[config.mk]
export PLATFORM = sky130hd
export DESIGN_NAME = scr_reg_select
export DESIGN_NICKNAME = d
export VERILOG_FILES = /design/src/rtl/scr_pkg.sv /design/src/rtl/scr_bank_if.sv /design/src/rtl/scr_chan_bank.sv /design/src/rtl/scr_reg_select.sv
export VERILOG_INCLUDE_DIRS = /design/src /design/src/rtl
export SDC_FILE = /design/constraint.sdc
export NUM_CORES = 1
export LEC_CHECK = 0
export BUFFER_PORTS_ARGS = -buffer_cell sky130_fd_sc_hd__buf_4
export CORE_UTILIZATION = 25
export DETAILED_ROUTE_END_ITERATION = 12
export GPL_TIMING_DRIVEN = 0
export PLACE_DENSITY_LB_ADDON = 0.25
export SLEW_MARGIN = 10
export SYNTH_ARGS = -nofsm -noshare
export SYNTH_HDL_FRONTEND = slang
export SYNTH_SLANG_ARGS = --single-unit
[constraint.sdc]
create_clock -name core_clk -period 7.3 [get_ports core_clk]
set_clock_uncertainty 0.15 [all_clocks]
set_input_delay 0.73 -clock core_clk [delete_from_list [all_inputs] [get_ports core_clk]]
set_output_delay 0.73 -clock core_clk [all_outputs]
set_load 0.02 [all_outputs]
[src/rtl/scr_defs.svh]
// Purpose: Constants of the serial controller register selection block
// Assumes: Included by bare name from both design modules
// Notes:   Definitions only
`ifndef SCR_DEFS_SVH
`define SCR_DEFS_SVH
`define SCR_RST_BYTE      8'h00
`define SCR_RCMD_NULL     2'h0
`define SCR_RCMD_CRC_CHK  2'h1
`define SCR_RCMD_CRC_GEN  2'h2
`define SCR_RCMD_EOM_CLR  2'h3
`define SCR_PCMD_HIGH     3'h1
`define SCR_RCMD_MSB      7
`define SCR_RCMD_LSB      6
`define SCR_PCMD_MSB      5
`define SCR_PCMD_LSB      3
`define SCR_FIFO_EN_BIT   2
`define SCR_PRIME_EN_BIT  0
`define SCR_EXT_RD_BIT    6
`define SCR_IDX_PTR       4'h0
`define SCR_IDX_MODE      4'h1
`define SCR_IDX_VECTOR    4'h2
`define SCR_IDX_RXP       4'h3
`define SCR_IDX_MISC      4'h4
`define SCR_IDX_TXP       4'h5
`define SCR_IDX_FCL       4'h6
`define SCR_IDX_FCH       4'h7
`define SCR_IDX_MASTER    4'h9
`define SCR_IDX_B13       4'h9
`define SCR_IDX_MTRX      4'hA
`define SCR_IDX_B15       4'hB
`define SCR_IDX_PRIME_RD  4'hE
`define SCR_IDX_EXTF      4'hF
`endif

[src/rtl/scr_pkg.sv]
// Purpose: Types of the serial controller register selection block
// Assumes: Constants live in scr_defs.svh
// Notes:   Types only
package scr_pkg;
    typedef logic [7:0] scr_byte_t;
    typedef logic [3:0] scr_idx_t;
    typedef enum logic {SCR_PTR_ZERO, SCR_PTR_SET} scr_ptr_state_t;
endpackage : scr_pkg

[src/rtl/scr_bank_if.sv]
// Purpose: Link between the selector top and one channel register bank
// Assumes: One instance per channel
// Notes:   Strobes are one-cycle pulses on core_clk
`timescale 1ns/1ps
interface scr_bank_if;
    import scr_pkg::*;
    logic      wr_p;
    logic      rd_p;
    scr_byte_t wdata;
    scr_idx_t  idx;
    scr_byte_t mode;
    scr_byte_t rxp;
    scr_byte_t misc;
    scr_byte_t txp;
    scr_byte_t mtrx;
    scr_byte_t extf;
    scr_byte_t prime;
    logic      crc_chk;
    logic      crc_gen;
    logic      eom_clr;
    modport bank (input wr_p, rd_p, wdata,
                  output idx, mode, rxp, misc, txp, mtrx, extf, prime, crc_chk, crc_gen, eom_clr);
    modport top  (output wr_p, rd_p, wdata,
                  input idx, mode, rxp, misc, txp, mtrx, extf, prime, crc_chk, crc_gen, eom_clr);
endinterface : scr_bank_if

[src/rtl/scr_chan_bank.sv]
// Purpose: Pointer and write registers of one channel
// Assumes: wr_p and rd_p are single-cycle, never together
// Notes:   Pointer falls back to zero after each access to another register
`timescale 1ns/1ps
`include "scr_defs.svh"
module scr_chan_bank
    import scr_pkg::*;
(
    input wire logic  core_clk,
    input wire logic  rst_n,
    input wire logic  ce,
    scr_bank_if.bank  bus
);
    scr_ptr_state_t state_q;
    scr_ptr_state_t state_d;
    scr_idx_t       idx_q;
    scr_byte_t      regs_q [16];
    scr_byte_t      prime_q;
    logic           crc_chk_q;
    logic           crc_gen_q;
    logic           eom_clr_q;

    wire            ptr_wr   = bus.wr_p && (state_q == SCR_PTR_ZERO);
    wire            reg_wr   = bus.wr_p && (state_q == SCR_PTR_SET);
    wire [1:0]      rcmd     = bus.wdata[`SCR_RCMD_MSB:`SCR_RCMD_LSB];
    wire            high_sel = bus.wdata[`SCR_PCMD_MSB:`SCR_PCMD_LSB] == `SCR_PCMD_HIGH;
    wire scr_idx_t  idx_d    = {high_sel, bus.wdata[2:0]};
    wire            prime_wr = reg_wr && (idx_q == `SCR_IDX_FCH)
                               && regs_q[`SCR_IDX_EXTF][`SCR_PRIME_EN_BIT];

    always_comb begin
        state_d = state_q;
        unique case (state_q)
            SCR_PTR_ZERO: if (bus.wr_p) state_d = SCR_PTR_SET;
            SCR_PTR_SET:  if (bus.wr_p || bus.rd_p) state_d = SCR_PTR_ZERO;
        endcase
    end

    always_ff @(posedge core_clk) begin
        if (!rst_n) begin
            state_q   <= SCR_PTR_ZERO;
            idx_q     <= `SCR_IDX_PTR;
            crc_chk_q <= 1'b0;
            crc_gen_q <= 1'b0;
            eom_clr_q <= 1'b0;
            prime_q   <= `SCR_RST_BYTE;
            for (int i = 0; i < 16; i++) regs_q[i] <= `SCR_RST_BYTE;
        end else if (ce) begin
            state_q   <= state_d;
            crc_chk_q <= ptr_wr && (rcmd == `SCR_RCMD_CRC_CHK);
            crc_gen_q <= ptr_wr && (rcmd == `SCR_RCMD_CRC_GEN);
            eom_clr_q <= ptr_wr && (rcmd == `SCR_RCMD_EOM_CLR);
            if (ptr_wr) idx_q <= idx_d;
            if (prime_wr) prime_q <= bus.wdata;
            else if (reg_wr) regs_q[idx_q] <= bus.wdata;
        end
    end

    assign bus.idx     = (state_q == SCR_PTR_SET) ? idx_q : `SCR_IDX_PTR;
    assign bus.mode    = regs_q[`SCR_IDX_MODE];
    assign bus.rxp     = regs_q[`SCR_IDX_RXP];
    assign bus.misc    = regs_q[`SCR_IDX_MISC];
    assign bus.txp     = regs_q[`SCR_IDX_TXP];
    assign bus.mtrx    = regs_q[`SCR_IDX_MTRX];
    assign bus.extf    = regs_q[`SCR_IDX_EXTF];
    assign bus.prime   = prime_q;
    assign bus.crc_chk = crc_chk_q;
    assign bus.crc_gen = crc_gen_q;
    assign bus.eom_clr = eom_clr_q;
endmodule : scr_chan_bank

[src/rtl/scr_reg_select.sv]
// Purpose: Indirect register selection of a two-channel serial controller
// Assumes: Host bus pins are asynchronous to core_clk; read images come from core logic
// Notes:   Strobes act on their rising edge after two-flop synchronisation
// Function
// The low three pointer bits choose which of registers 0 to 7 the next access reaches.
// Pointer command 001 moves that choice to registers 8 to 15.
// Status FIFO enable returns frame count registers at 6 and 7, else images of 2 and 3.
// Extended read returns write registers at indices 4, 5, 9, 11 and 14.
// Without extended read, 4, 5, 9 and 11 return read images 0, 1, 13 and 15.
// Reset codes 01 and 10 pulse checker and generator CRC resets; 00 does nothing.
// Reset code 11 pulses the end-of-message latch clear of the selected channel.
// In the high bank index 111 selects register 15 and 000 to 110 select 8 to 14.
// Channel select high steers to channel A, low to B; vector and master are shared.
`timescale 1ns/1ps
`include "scr_defs.svh"
module scr_reg_select
    import scr_pkg::*;
(
    input  wire logic              core_clk,
    input  wire logic              rst_n,
    input  wire logic              ce,
    input  wire logic              host_wr_pin,
    input  wire logic              host_rd_pin,
    input  wire logic              host_chan_a_pin,
    input  wire logic [7:0]        host_data_in,
    output logic      [7:0]        host_data_out,
    output logic                   host_data_oe,
    input  wire logic [15:0][7:0]  rr_a,
    input  wire logic [15:0][7:0]  rr_b,
    output logic      [1:0]        crc_chk_rst,
    output logic      [1:0]        crc_gen_rst,
    output logic      [1:0]        eom_clr,
    output logic      [7:0]        vector_reg,
    output logic      [7:0]        master_int_ctrl,
    output logic      [7:0]        int_dma_mode_a,
    output logic      [7:0]        int_dma_mode_b
);
    logic [2:0] wr_s_q;
    logic [2:0] rd_s_q;
    logic [1:0] sel_s_q;
    scr_byte_t  data_s1_q;
    scr_byte_t  data_s2_q;
    scr_byte_t  rdata_q;
    logic       oe_q;
    scr_byte_t  vector_q;
    scr_byte_t  master_q;

    scr_bank_if ia ();
    scr_bank_if ib ();

    scr_chan_bank u_bank_a (.core_clk(core_clk), .rst_n(rst_n), .ce(ce), .bus(ia.bank));
    scr_chan_bank u_bank_b (.core_clk(core_clk), .rst_n(rst_n), .ce(ce), .bus(ib.bank));

    function automatic scr_byte_t read_pick(input scr_idx_t idx, input logic [15:0][7:0] rr,
                                            input scr_byte_t w3, input scr_byte_t w4,
                                            input scr_byte_t w5, input scr_byte_t w10,
                                            input scr_byte_t wp, input scr_byte_t w15);
        logic fifo;
        logic ext;
        scr_byte_t v;
        fifo = w15[`SCR_FIFO_EN_BIT];
        ext  = wp[`SCR_EXT_RD_BIT];
        v    = rr[idx];
        unique case (idx)
            `SCR_IDX_MISC:     v = ext ? w4  : rr[0];
            `SCR_IDX_TXP:      v = ext ? w5  : rr[1];
            `SCR_IDX_FCL:      v = fifo ? rr[6] : rr[2];
            `SCR_IDX_FCH:      v = fifo ? rr[7] : rr[3];
            `SCR_IDX_B13:      v = ext ? w3  : rr[13];
            `SCR_IDX_B15:      v = ext ? w10 : rr[15];
            `SCR_IDX_PRIME_RD: v = ext ? wp  : rr[14];
            default:           v = rr[idx];
        endcase
        return v;
    endfunction : read_pick

    wire        wr_p  = wr_s_q[1] && !wr_s_q[2];
    wire        rd_p  = rd_s_q[1] && !rd_s_q[2];
    wire        sel_a = sel_s_q[1];
    wire        wr_a  = wr_p && sel_a;
    wire        wr_b  = wr_p && !sel_a;
    wire        rd_a  = rd_p && sel_a;
    wire        rd_b  = rd_p && !sel_a;
    wire scr_byte_t rd_mux_a = read_pick(ia.idx, rr_a, ia.rxp, ia.misc, ia.txp, ia.mtrx,
                                         ia.prime, ia.extf);
    wire scr_byte_t rd_mux_b = read_pick(ib.idx, rr_b, ib.rxp, ib.misc, ib.txp, ib.mtrx,
                                         ib.prime, ib.extf);
    wire scr_byte_t rd_vec   = sel_a ? rd_mux_a : rd_mux_b;
    wire        vec_wr = (wr_a && ia.idx == `SCR_IDX_VECTOR) || (wr_b && ib.idx == `SCR_IDX_VECTOR);
    wire        mst_wr = (wr_a && ia.idx == `SCR_IDX_MASTER) || (wr_b && ib.idx == `SCR_IDX_MASTER);

    assign ia.wr_p  = wr_a;
    assign ia.rd_p  = rd_a;
    assign ia.wdata = data_s2_q;
    assign ib.wr_p  = wr_b;
    assign ib.rd_p  = rd_b;
    assign ib.wdata = data_s2_q;

    always_ff @(posedge core_clk) begin
        if (!rst_n) begin
            wr_s_q    <= 3'h0;
            rd_s_q    <= 3'h0;
            sel_s_q   <= 2'h0;
            data_s1_q <= `SCR_RST_BYTE;
            data_s2_q <= `SCR_RST_BYTE;
        end else if (ce) begin
            wr_s_q    <= {wr_s_q[1:0], host_wr_pin};
            rd_s_q    <= {rd_s_q[1:0], host_rd_pin};
            sel_s_q   <= {sel_s_q[0], host_chan_a_pin};
            data_s1_q <= host_data_in;
            data_s2_q <= data_s1_q;
        end
    end

    // Shared registers are written from whichever channel addresses them
    always_ff @(posedge core_clk) begin
        if (!rst_n) begin
            rdata_q  <= `SCR_RST_BYTE;
            oe_q     <= 1'b0;
            vector_q <= `SCR_RST_BYTE;
            master_q <= `SCR_RST_BYTE;
        end else if (ce) begin
            oe_q <= rd_s_q[1];
            if (rd_p) rdata_q <= rd_vec;
            if (vec_wr) vector_q <= data_s2_q;
            if (mst_wr) master_q <= data_s2_q;
        end
    end

    assign host_data_out   = rdata_q;
    assign host_data_oe    = oe_q;
    assign crc_chk_rst     = {ia.crc_chk, ib.crc_chk};
    assign crc_gen_rst     = {ia.crc_gen, ib.crc_gen};
    assign eom_clr         = {ia.eom_clr, ib.eom_clr};
    assign vector_reg      = vector_q;
    assign master_int_ctrl = master_q;
    assign int_dma_mode_a  = ia.mode;
    assign int_dma_mode_b  = ib.mode;

    a_low_bank_ptr: assert property (@(posedge core_clk) disable iff (!rst_n || !ce)
        wr_a && ia.idx == 4'h0 && data_s2_q[5:3] == 3'h0 |=> ia.idx == {1'b0, $past(data_s2_q[2:0])})
        else $error("low bank pointer not taken");
    a_high_bank_ptr: assert property (@(posedge core_clk) disable iff (!rst_n || !ce)
        wr_b && ib.idx == 4'h0 && data_s2_q[5:3] == 3'h1 |=> ib.idx == {1'b1, $past(data_s2_q[2:0])})
        else $error("high bank pointer not taken");
    a_high_fifteen: assert property (@(posedge core_clk) disable iff (!rst_n || !ce)
        wr_a && ia.idx == 4'h0 && data_s2_q[5:0] == 6'h0F |=> ia.idx == 4'hF)
        else $error("high bank 111 not register 15");
    a_fifo_count: assert property (@(posedge core_clk) disable iff (!rst_n || !ce)
        rd_a && ia.idx == 4'h6 && ia.extf[2] |=> host_data_out == $past(rr_a[6]))
        else $error("fifo read wrong at 6");
    a_nofifo_image: assert property (@(posedge core_clk) disable iff (!rst_n || !ce)
        rd_b && ib.idx == 4'h7 && !ib.extf[2] |=> host_data_out == $past(rr_b[3]))
        else $error("image read wrong at 7");
    a_ext_read: assert property (@(posedge core_clk) disable iff (!rst_n || !ce)
        rd_a && ia.idx == 4'h9 && ia.prime[6] |=> host_data_out == $past(ia.rxp))
        else $error("extended read wrong at 9");
    a_base_read: assert property (@(posedge core_clk) disable iff (!rst_n || !ce)
        rd_b && ib.idx == 4'hB && !ib.prime[6] |=> host_data_out == $past(rr_b[15]))
        else $error("base read wrong at 11");
    a_crc_reset_cmd: assert property (@(posedge core_clk) disable iff (!rst_n || !ce)
        wr_a && ia.idx == 4'h0 |=> crc_chk_rst[1] == ($past(data_s2_q[7:6]) == 2'h1)
                                   && crc_gen_rst[1] == ($past(data_s2_q[7:6]) == 2'h2))
        else $error("crc reset command mismatch");
    a_eom_clear: assert property (@(posedge core_clk) disable iff (!rst_n || !ce)
        wr_b && ib.idx == 4'h0 && data_s2_q[7:6] == 2'h3 |=> eom_clr == 2'h1)
        else $error("eom clear not on channel b");
    a_chan_steer: assert property (@(posedge core_clk) disable iff (!rst_n)
        wr_p |-> (ia.wr_p == sel_s_q[1]) && (ib.wr_p == !sel_s_q[1]))
        else $error("channel steering wrong");

    c_high_write: cover property (@(posedge core_clk) wr_a && ia.idx[3] ##1 1'b1);
    c_ext_read:   cover property (@(posedge core_clk) rd_b && ib.prime[6] && ib.idx == 4'hE);
    c_eom_pulse:  cover property (@(posedge core_clk) eom_clr != 2'h0);
endmodule : scr_reg_select

==> results of run 1 <==
## layout make-up
class / instances / area [µm²] / share of cell area, %
diodes: 1 / 2.50 / 0.0175
plain buffers: 105 / 489 / 3.43
clock buffers: 17 / 425 / 2.98
clock inverters: 15 / 198 / 1.39
inverters: 12 / 45.0 / 0.316
multi-input cells: 817 / 6110 / 42.8
flip-flops and latches: 164 / 4120 / 28.9
well taps: 539 / 674 / 4.73
repair buffers: 293 / 2200 / 15.4
## Yosys cell counts (4+ instances only)
cell	n	area, µm²
a2111oi_0	5	43.8
a211o_1	6	52.6
a211oi_1	28	210
a21boi_0	12	90.1
a21oi_1	25	125
a221o_1	5	50.1
a221oi_1	16	140
a22o_1	5	43.8
a22oi_1	11	82.6
a31oi_1	9	56.3
and2_1	83	519
and3_1	6	37.5
buf_1	10	37.5
buf_2	36	180
buf_4	11	82.6
clkbuf_1	46	173
dfxtp_1	80	1600
edfxtp_1	84	2520
inv_1	8	30.0
mux2_2	32	360
mux2i_1	161	1610
mux4_2	11	248
nand2_1	48	180
nand2b_1	21	131
nand3_1	22	110
nand3b_1	6	45.0
nor2_1	22	82.6
nor2b_1	75	469
nor3_1	37	185
nor3_2	5	50.1
nor3b_1	5	37.5
nor4_1	14	87.6
o211ai_1	4	30.0
o21ai_0	26	130
o221ai_1	7	61.3
o22a_1	6	52.6
o22ai_1	35	219
o31ai_1	5	37.5
o32ai_1	8	70.1
or2_2	4	25.0
or3_1	9	56.3
or4_1	4	30.0
## layout by cell type, fill, tap and decap left out, types with 7 or more instances in the layout
cell type and instances:
buf_4 304, mux2i_1 161, edfxtp_1 84, and2_1 83, dfxtp_1 80, nor2b_1 75, nand2_1 48, clkbuf_1 46
nor3_1 37, buf_2 36, o22ai_1 35, mux2_2 32, a211oi_1 28, o21ai_0 26, a21oi_1 25, nor2_1 22
nand3_1 22, nand2b_1 21, clkbuf_16 17, a221oi_1 16, nor4_1 14, a21boi_0 12, a22oi_1 11, mux4_2 11
buf_1 10, a31oi_1 9, or3_1 9, inv_1 8, o32ai_1 8, o221ai_1 7
## cells by family after synthesis
family / after synthesis / share of synthesized area (%)
muxes: 205 / 20.8
and+or+nand+nor: 377 / 20.3
DFF: 164 / 38.3
buffers and inverters: 117 / 4.96
AOI/OAI and AO/OA: 235 / 15.6
## path summary, 6_finish.rpt
path | start | end | slack [ps] | depth (start not counted)
worst max-delay path | ce | u_bank_b.regs_q[5][2] | 3460 | 6
worst min-delay path | host_data_out[2] | host_data_out[2] | 330 | 1
worst max register to register | sel_s_q[1] | u_bank_b.regs_q[5][2] | 3650 | 5
worst min register to register | host_data_out[2] | host_data_out[2] | 330 | 1
## worst max-delay path, cell delays in order
cell and delay [ps]:
buf_2 270, inv_2 140, nor3b_1 630, nand2_1 450, nor4_2 960, nand2b_1 590
## per-layer routing
layer,vias to the layer above,part of all wire (%),track usage (%)
li1,4768,-,-
met1,5308,45,32.6
met2,513,45,37.0
met3,95,6.3,3.32
met4,0,3.3,8.05
met5,-,0,0
## through the flow
step	utilization, %	cell area (µm²)	worst slack, ps
after floorplan	-	10800	4520
after global placement	32.3	13600	3140
after detailed placement	32.3	13600	3070
after CTS	33.8	14300	3520
after global routing	33.8	14300	3380
final	33.8	14300	3460
## where the power goes
part           switching, mW  internal [mW]
clock network          0.430          0.551
logic                  0.138          0.148
registers             0.0118          0.988
==> flow_summary.ini, run 1 <==
[cts]
post-cts-setup-buffer-count = 0
cts_buffer_depth = 2
cts_sinks = 164
tritoncts = yes
path_clk_slew_ps = 70
cts_root_buffer = clkbuf_16
post_cts_resized = 0
clk_latency_ps = 440
holdBufCountCts = 0
cts_made_buffers = 17
cts.htree.levels = 4

[synth]
synthesis.area_mm2 = 0.0108
syn_inst = 1098
synthesis.nets = 1368
synth_flop_cell = edfxtp_1
synth_edf_count = 84
ys_seq_elements = 164
ys_types = 73
synthArstFlopShare_pct = 0
synth_seq_area_share_pct = 38.3
synth_area_per_cell_um2 = 9.81
yosysWarnings = 0

[placement]
portBuffers = 293
dp.cells = 1930
gp_congestion = 0.975
hpwl_um = 40400

[detailed_routing]
drt_iter0_drc = 978
dr.pass1.iters = 5
wirelength_um = 52700
drc = 0
vias_per_cell = 5.44
wl_per_cell_um = 26.9
vias = 10700
ant_nets = 0

[timing]
finalSetupTns_ps = 0
clock.fmax_ghz = 0.260
fin_crit_sh_pct = 52.7
fin_crit_ps = 3840
rsz0062_at_grt = false
finalSetupViolCount = 0
worst_slew_pin_slew_ps = 1100
hold_slack_ps = 327
finalMaxSlewViolations = 0
hold_viol_final = 0
relSlewSlack_pct = 25.7

[power_and_ir_drop]
peakVddDrop_uv = 170
power.total_mw = 2.27
cellLeakagePower_nw = 5.49
cellPowerDensity_mw_per_mm2 = 159

[global_route]
grt_max_degree = 17
gr-usage-all-layers_pct = 23.4
grt_pass1_vias = 10600
antenna_found_initial = 0
grt_pass1_wl_um = 74200
gr-total-overflow = 0

[worst_setup_path]
path_max_fanout = 10
crit_required_ps = 7230
start_kind = primary input
endpoint_kind = flip-flop
arrival_ps = 3770
critPathKind = in2reg

[die]
die-area_mm2 = 0.0439
initial_utilization_pct = 25.5
die_w_um = 210
ios = 317
core_area_mm2 = 0.0422
die_y_um = 210
num_rows = 75

[finish]
fin_nets = 1680
synthToLayoutAreaGrowth_pct = 32.5
top_regs = u_bank_a.regs_q (42), u_bank_b.regs_q (42)
fillers = 4397
instances_no_fill = 1963
drive_gt1_share_pct = 30.6

[outcome]
outcome = completed

[run]
maxCapViolCount = 0

[worst_hold_path]
min_path_type = reg2reg
No activity file was read; power rests on OpenSTA's default activity.
==> run 2, diff against run 1 <==
--- a/config.mk
+++ b/config.mk
@@ -6,6 +6,7 @@
 export SDC_FILE = /design/constraint.sdc
 export NUM_CORES = 1
 export LEC_CHECK = 0
+export ABC_AREA = 1
 export BUFFER_PORTS_ARGS = -buffer_cell sky130_fd_sc_hd__buf_4
 export CORE_UTILIZATION = 25
 export DETAILED_ROUTE_END_ITERATION = 12
==> constraint.sdc (replaced) <==
create_clock -name core_clk -period 3.83 [get_ports core_clk]
set_clock_uncertainty 0.15 [all_clocks]
set_input_delay 0.383 -clock core_clk [delete_from_list [all_inputs] [get_ports core_clk]]
set_output_delay 0.383 -clock core_clk [all_outputs]
set_load 0.02 [all_outputs]
==> run 2 against run 1 <==
Compared with the run above: worst setup slack got worse by 2200 ps; register-to-register slack got worse by 2400 ps; final cell count rose by 39%; largest cell class unchanged; largest power group unchanged.
==> flow_summary.ini, run 2 <==
[outcome]
outcome = completed

[synth]
ys_types = 34
synthesis.area_mm2 = 0.0113
synth_top_area_cell = nand2_1
synth_area_per_cell_um2 = 6.29
ys_seq_elements = 164
synth_edf_count = 84
synth_seq_area_share_pct = 36.4
synth_top_family_by_area = simple AND/OR/NAND/NOR gates
synth.most_common_cell = nand2_1
yosys.area_share.adder_pct = 0
yosysWarnings = 0
synth_commonest_cells = nand2_1, nor2_1, nand3_1
synthesis.nets = 2072
synthXorXnorAreaFrac_pct = 0
synth-compound-area-share_pct = 9.29
yosys.area_share.simple_pct = 45.1
synthMuxAreaShare_pct = 0
synthArstFlopShare_pct = 0
synth_area_leaders = nand2_1, edfxtp_1, dfxtp_1
synth_top_area_share_pct = 25.5
synth_flop_cell = edfxtp_1
syn_inst = 1802

[timing]
fin_crit_ps = 2570
worst_slew_pin_slew_ps = 923
finalMaxSlewViolations = 0
clock.fmax_ghz = 0.390
finalSetupViolCount = 0
hold_slack_ps = 12.3
relSlewSlack_pct = 38.5
worst_slack_ps = 1260
rsz0062_at_grt = false
hold_viol_final = 0
finalSetupTns_ps = 0
fin_crit_sh_pct = 67.0

[finish]
synthToLayoutAreaGrowth_pct = 31.4
layout_commonest_cell = nand2_1
final_util_pct = 33.5
final_cell_mix = nand2_1, buf_4, nor2_1
diodes = 0
top_regs = u_bank_a.regs_q (42), u_bank_b.regs_q (42)
fin_nets = 2388
final_area_mm2 = 0.0149
drive_gt1_share_pct = 21.7

[die]
die_y_um = 215
ios = 317
die-area_mm2 = 0.0462
initial_utilization_pct = 25.5
die_w_um = 215
num_rows = 77
core_area_mm2 = 0.0445

[worst_setup_path]
crit_required_ps = 3780
rr_worst_depth = 5
start_kind = flip-flop
arrival_ps = 2520
endpoint_kind = flip-flop
cp_cell_sequence = inv_2 -> nor2_1 -> buf_2 -> nand4_1 -> nand2_1
cp_slowest_cell = nand4_1
path_max_fanout = 10
startpoint = u_bank_b.idx_q[0]
critPathMaxStageDelay_ps = 510
reg2reg_from = u_bank_b.idx_q[0]
r2r_slack_ps = 1260
critPathKind = reg2reg

[run]
maxCapViolCount = 0

[detailed_routing]
dr.pass1.iters = 5
drt_iter0_drc = 1209
ant_nets = 0
vias = 13100
wl_per_cell_um = 18.5
vias_per_cell = 4.82
wirelength_um = 50400
drc = 0

[power_and_ir_drop]
cellLeakagePower_nw = 7.29
internal_power_mw = 3.11
switching_share_pct = 28.2
combPwrFrac_pct = 15.4
peakVddDrop_uv = 342
p_sw_mw = 1.22
cellPowerDensity_mw_per_mm2 = 290
clkPwrFrac_pct = 40.3
seqPwrFrac_pct = 44.4

[cts]
post-cts-setup-buffer-count = 0
tritoncts = yes
holdBufCountCts = 0
cts_root_buffer = clkbuf_16
cts_made_buffers = 17
post_cts_resized = 0
cts_sinks = 164
cts.htree.levels = 4
cts_buffer_depth = 2
clk_latency_ps = 440
path_clk_slew_ps = 70

[placement]
preCtsSetupSlack_ps = 968
gp_congestion = 0.936
place_area_mm2 = 0.0143
hpwl_um = 40100
portBuffers = 297

[worst_hold_path]
min_path_type = in2reg
min-delay-start = host_chan_a_pin
whs_path_depth = 3

[global_route]
gr-usage-all-layers_pct = 21.3
grt_pass1_vias = 12600
grt_max_degree = 18
antenna_found_initial = 0
gr-total-overflow = 0
grt_pass1_wl_um = 75000
## run 2: cell types whose count changed after synthesis, moves of 21 or more
cell,previous run,this run
nand2_1,48,769
nand2b_1,21,0
mux2i_1,161,0
nor2b_1,75,0
and2_1,83,1
nor3_1,37,3
nor2_1,22,208
o22ai_1,35,0
mux2_2,32,0
a21oi_1,25,76
o21ai_0,26,114
nand3_1,22,172
inv_1,8,86
## run 2: path summary, 6_finish.rpt
path | endpoint
max | u_bank_b.regs_q[1][7]
min | sel_s_q[0]
min reg2reg | u_bank_b.bus.eom_clr
max reg2reg | u_bank_b.regs_q[1][7]
## run 2: cell families (layout without fill, tap and decap cells)
family,after synthesis,after routing
buf+inv,214,543
compound gates,206,206
flops,164,164
simple gates,1218,1218
## run 2: final cells by class
class / instances / area (µm²)
multi-input combinational: 1424 / 6170
timing repair buffer: 297 / 2230
clock inverter: 14 / 159
clock buffer: 18 / 429
buffer: 111 / 654
fill: 4925 / 29600
inverter: 103 / 392
sequential: 164 / 4120
tap: 592 / 741
## run 2: power groups by stage
stage	combinational, mW	sequential, mW	clock [mW]
2_1_floorplan	0.271	1.96	0
3_3_place_gp	0.659	1.96	0
3_5_place_dp	0.661	1.96	0
4_1_cts	0.665	1.92	1.77
5_1_grt	0.723	1.92	1.84
6_report	0.664	1.92	1.74
## run 2: worst max-delay path: cells and delay by family, from the launching register on
kind,cells,cell delay [ps]
and+or+nand+nor,3,1170
DFF,1,470
buffers and inverters,2,430
## run 2: routing by layer
layer,vias to the layer above,routed length [µm],global-route usage [%]
met5,-,0,0
met4,0,803,4.88
met3,59,3170,2.42
met2,495,23800,35.8
met1,6171,22700,29.0
li1,6387,-,-
## run 2: per-stage QoR
stage | instances | total power [mW]
4_1_cts | 2723 | 4.35
2_1_floorplan | 1802 | 2.23
3_3_place_gp | 2691 | 2.62
3_5_place_dp | 2691 | 2.62
6_report | 2723 | 4.33
5_1_grt | 2723 | 4.49
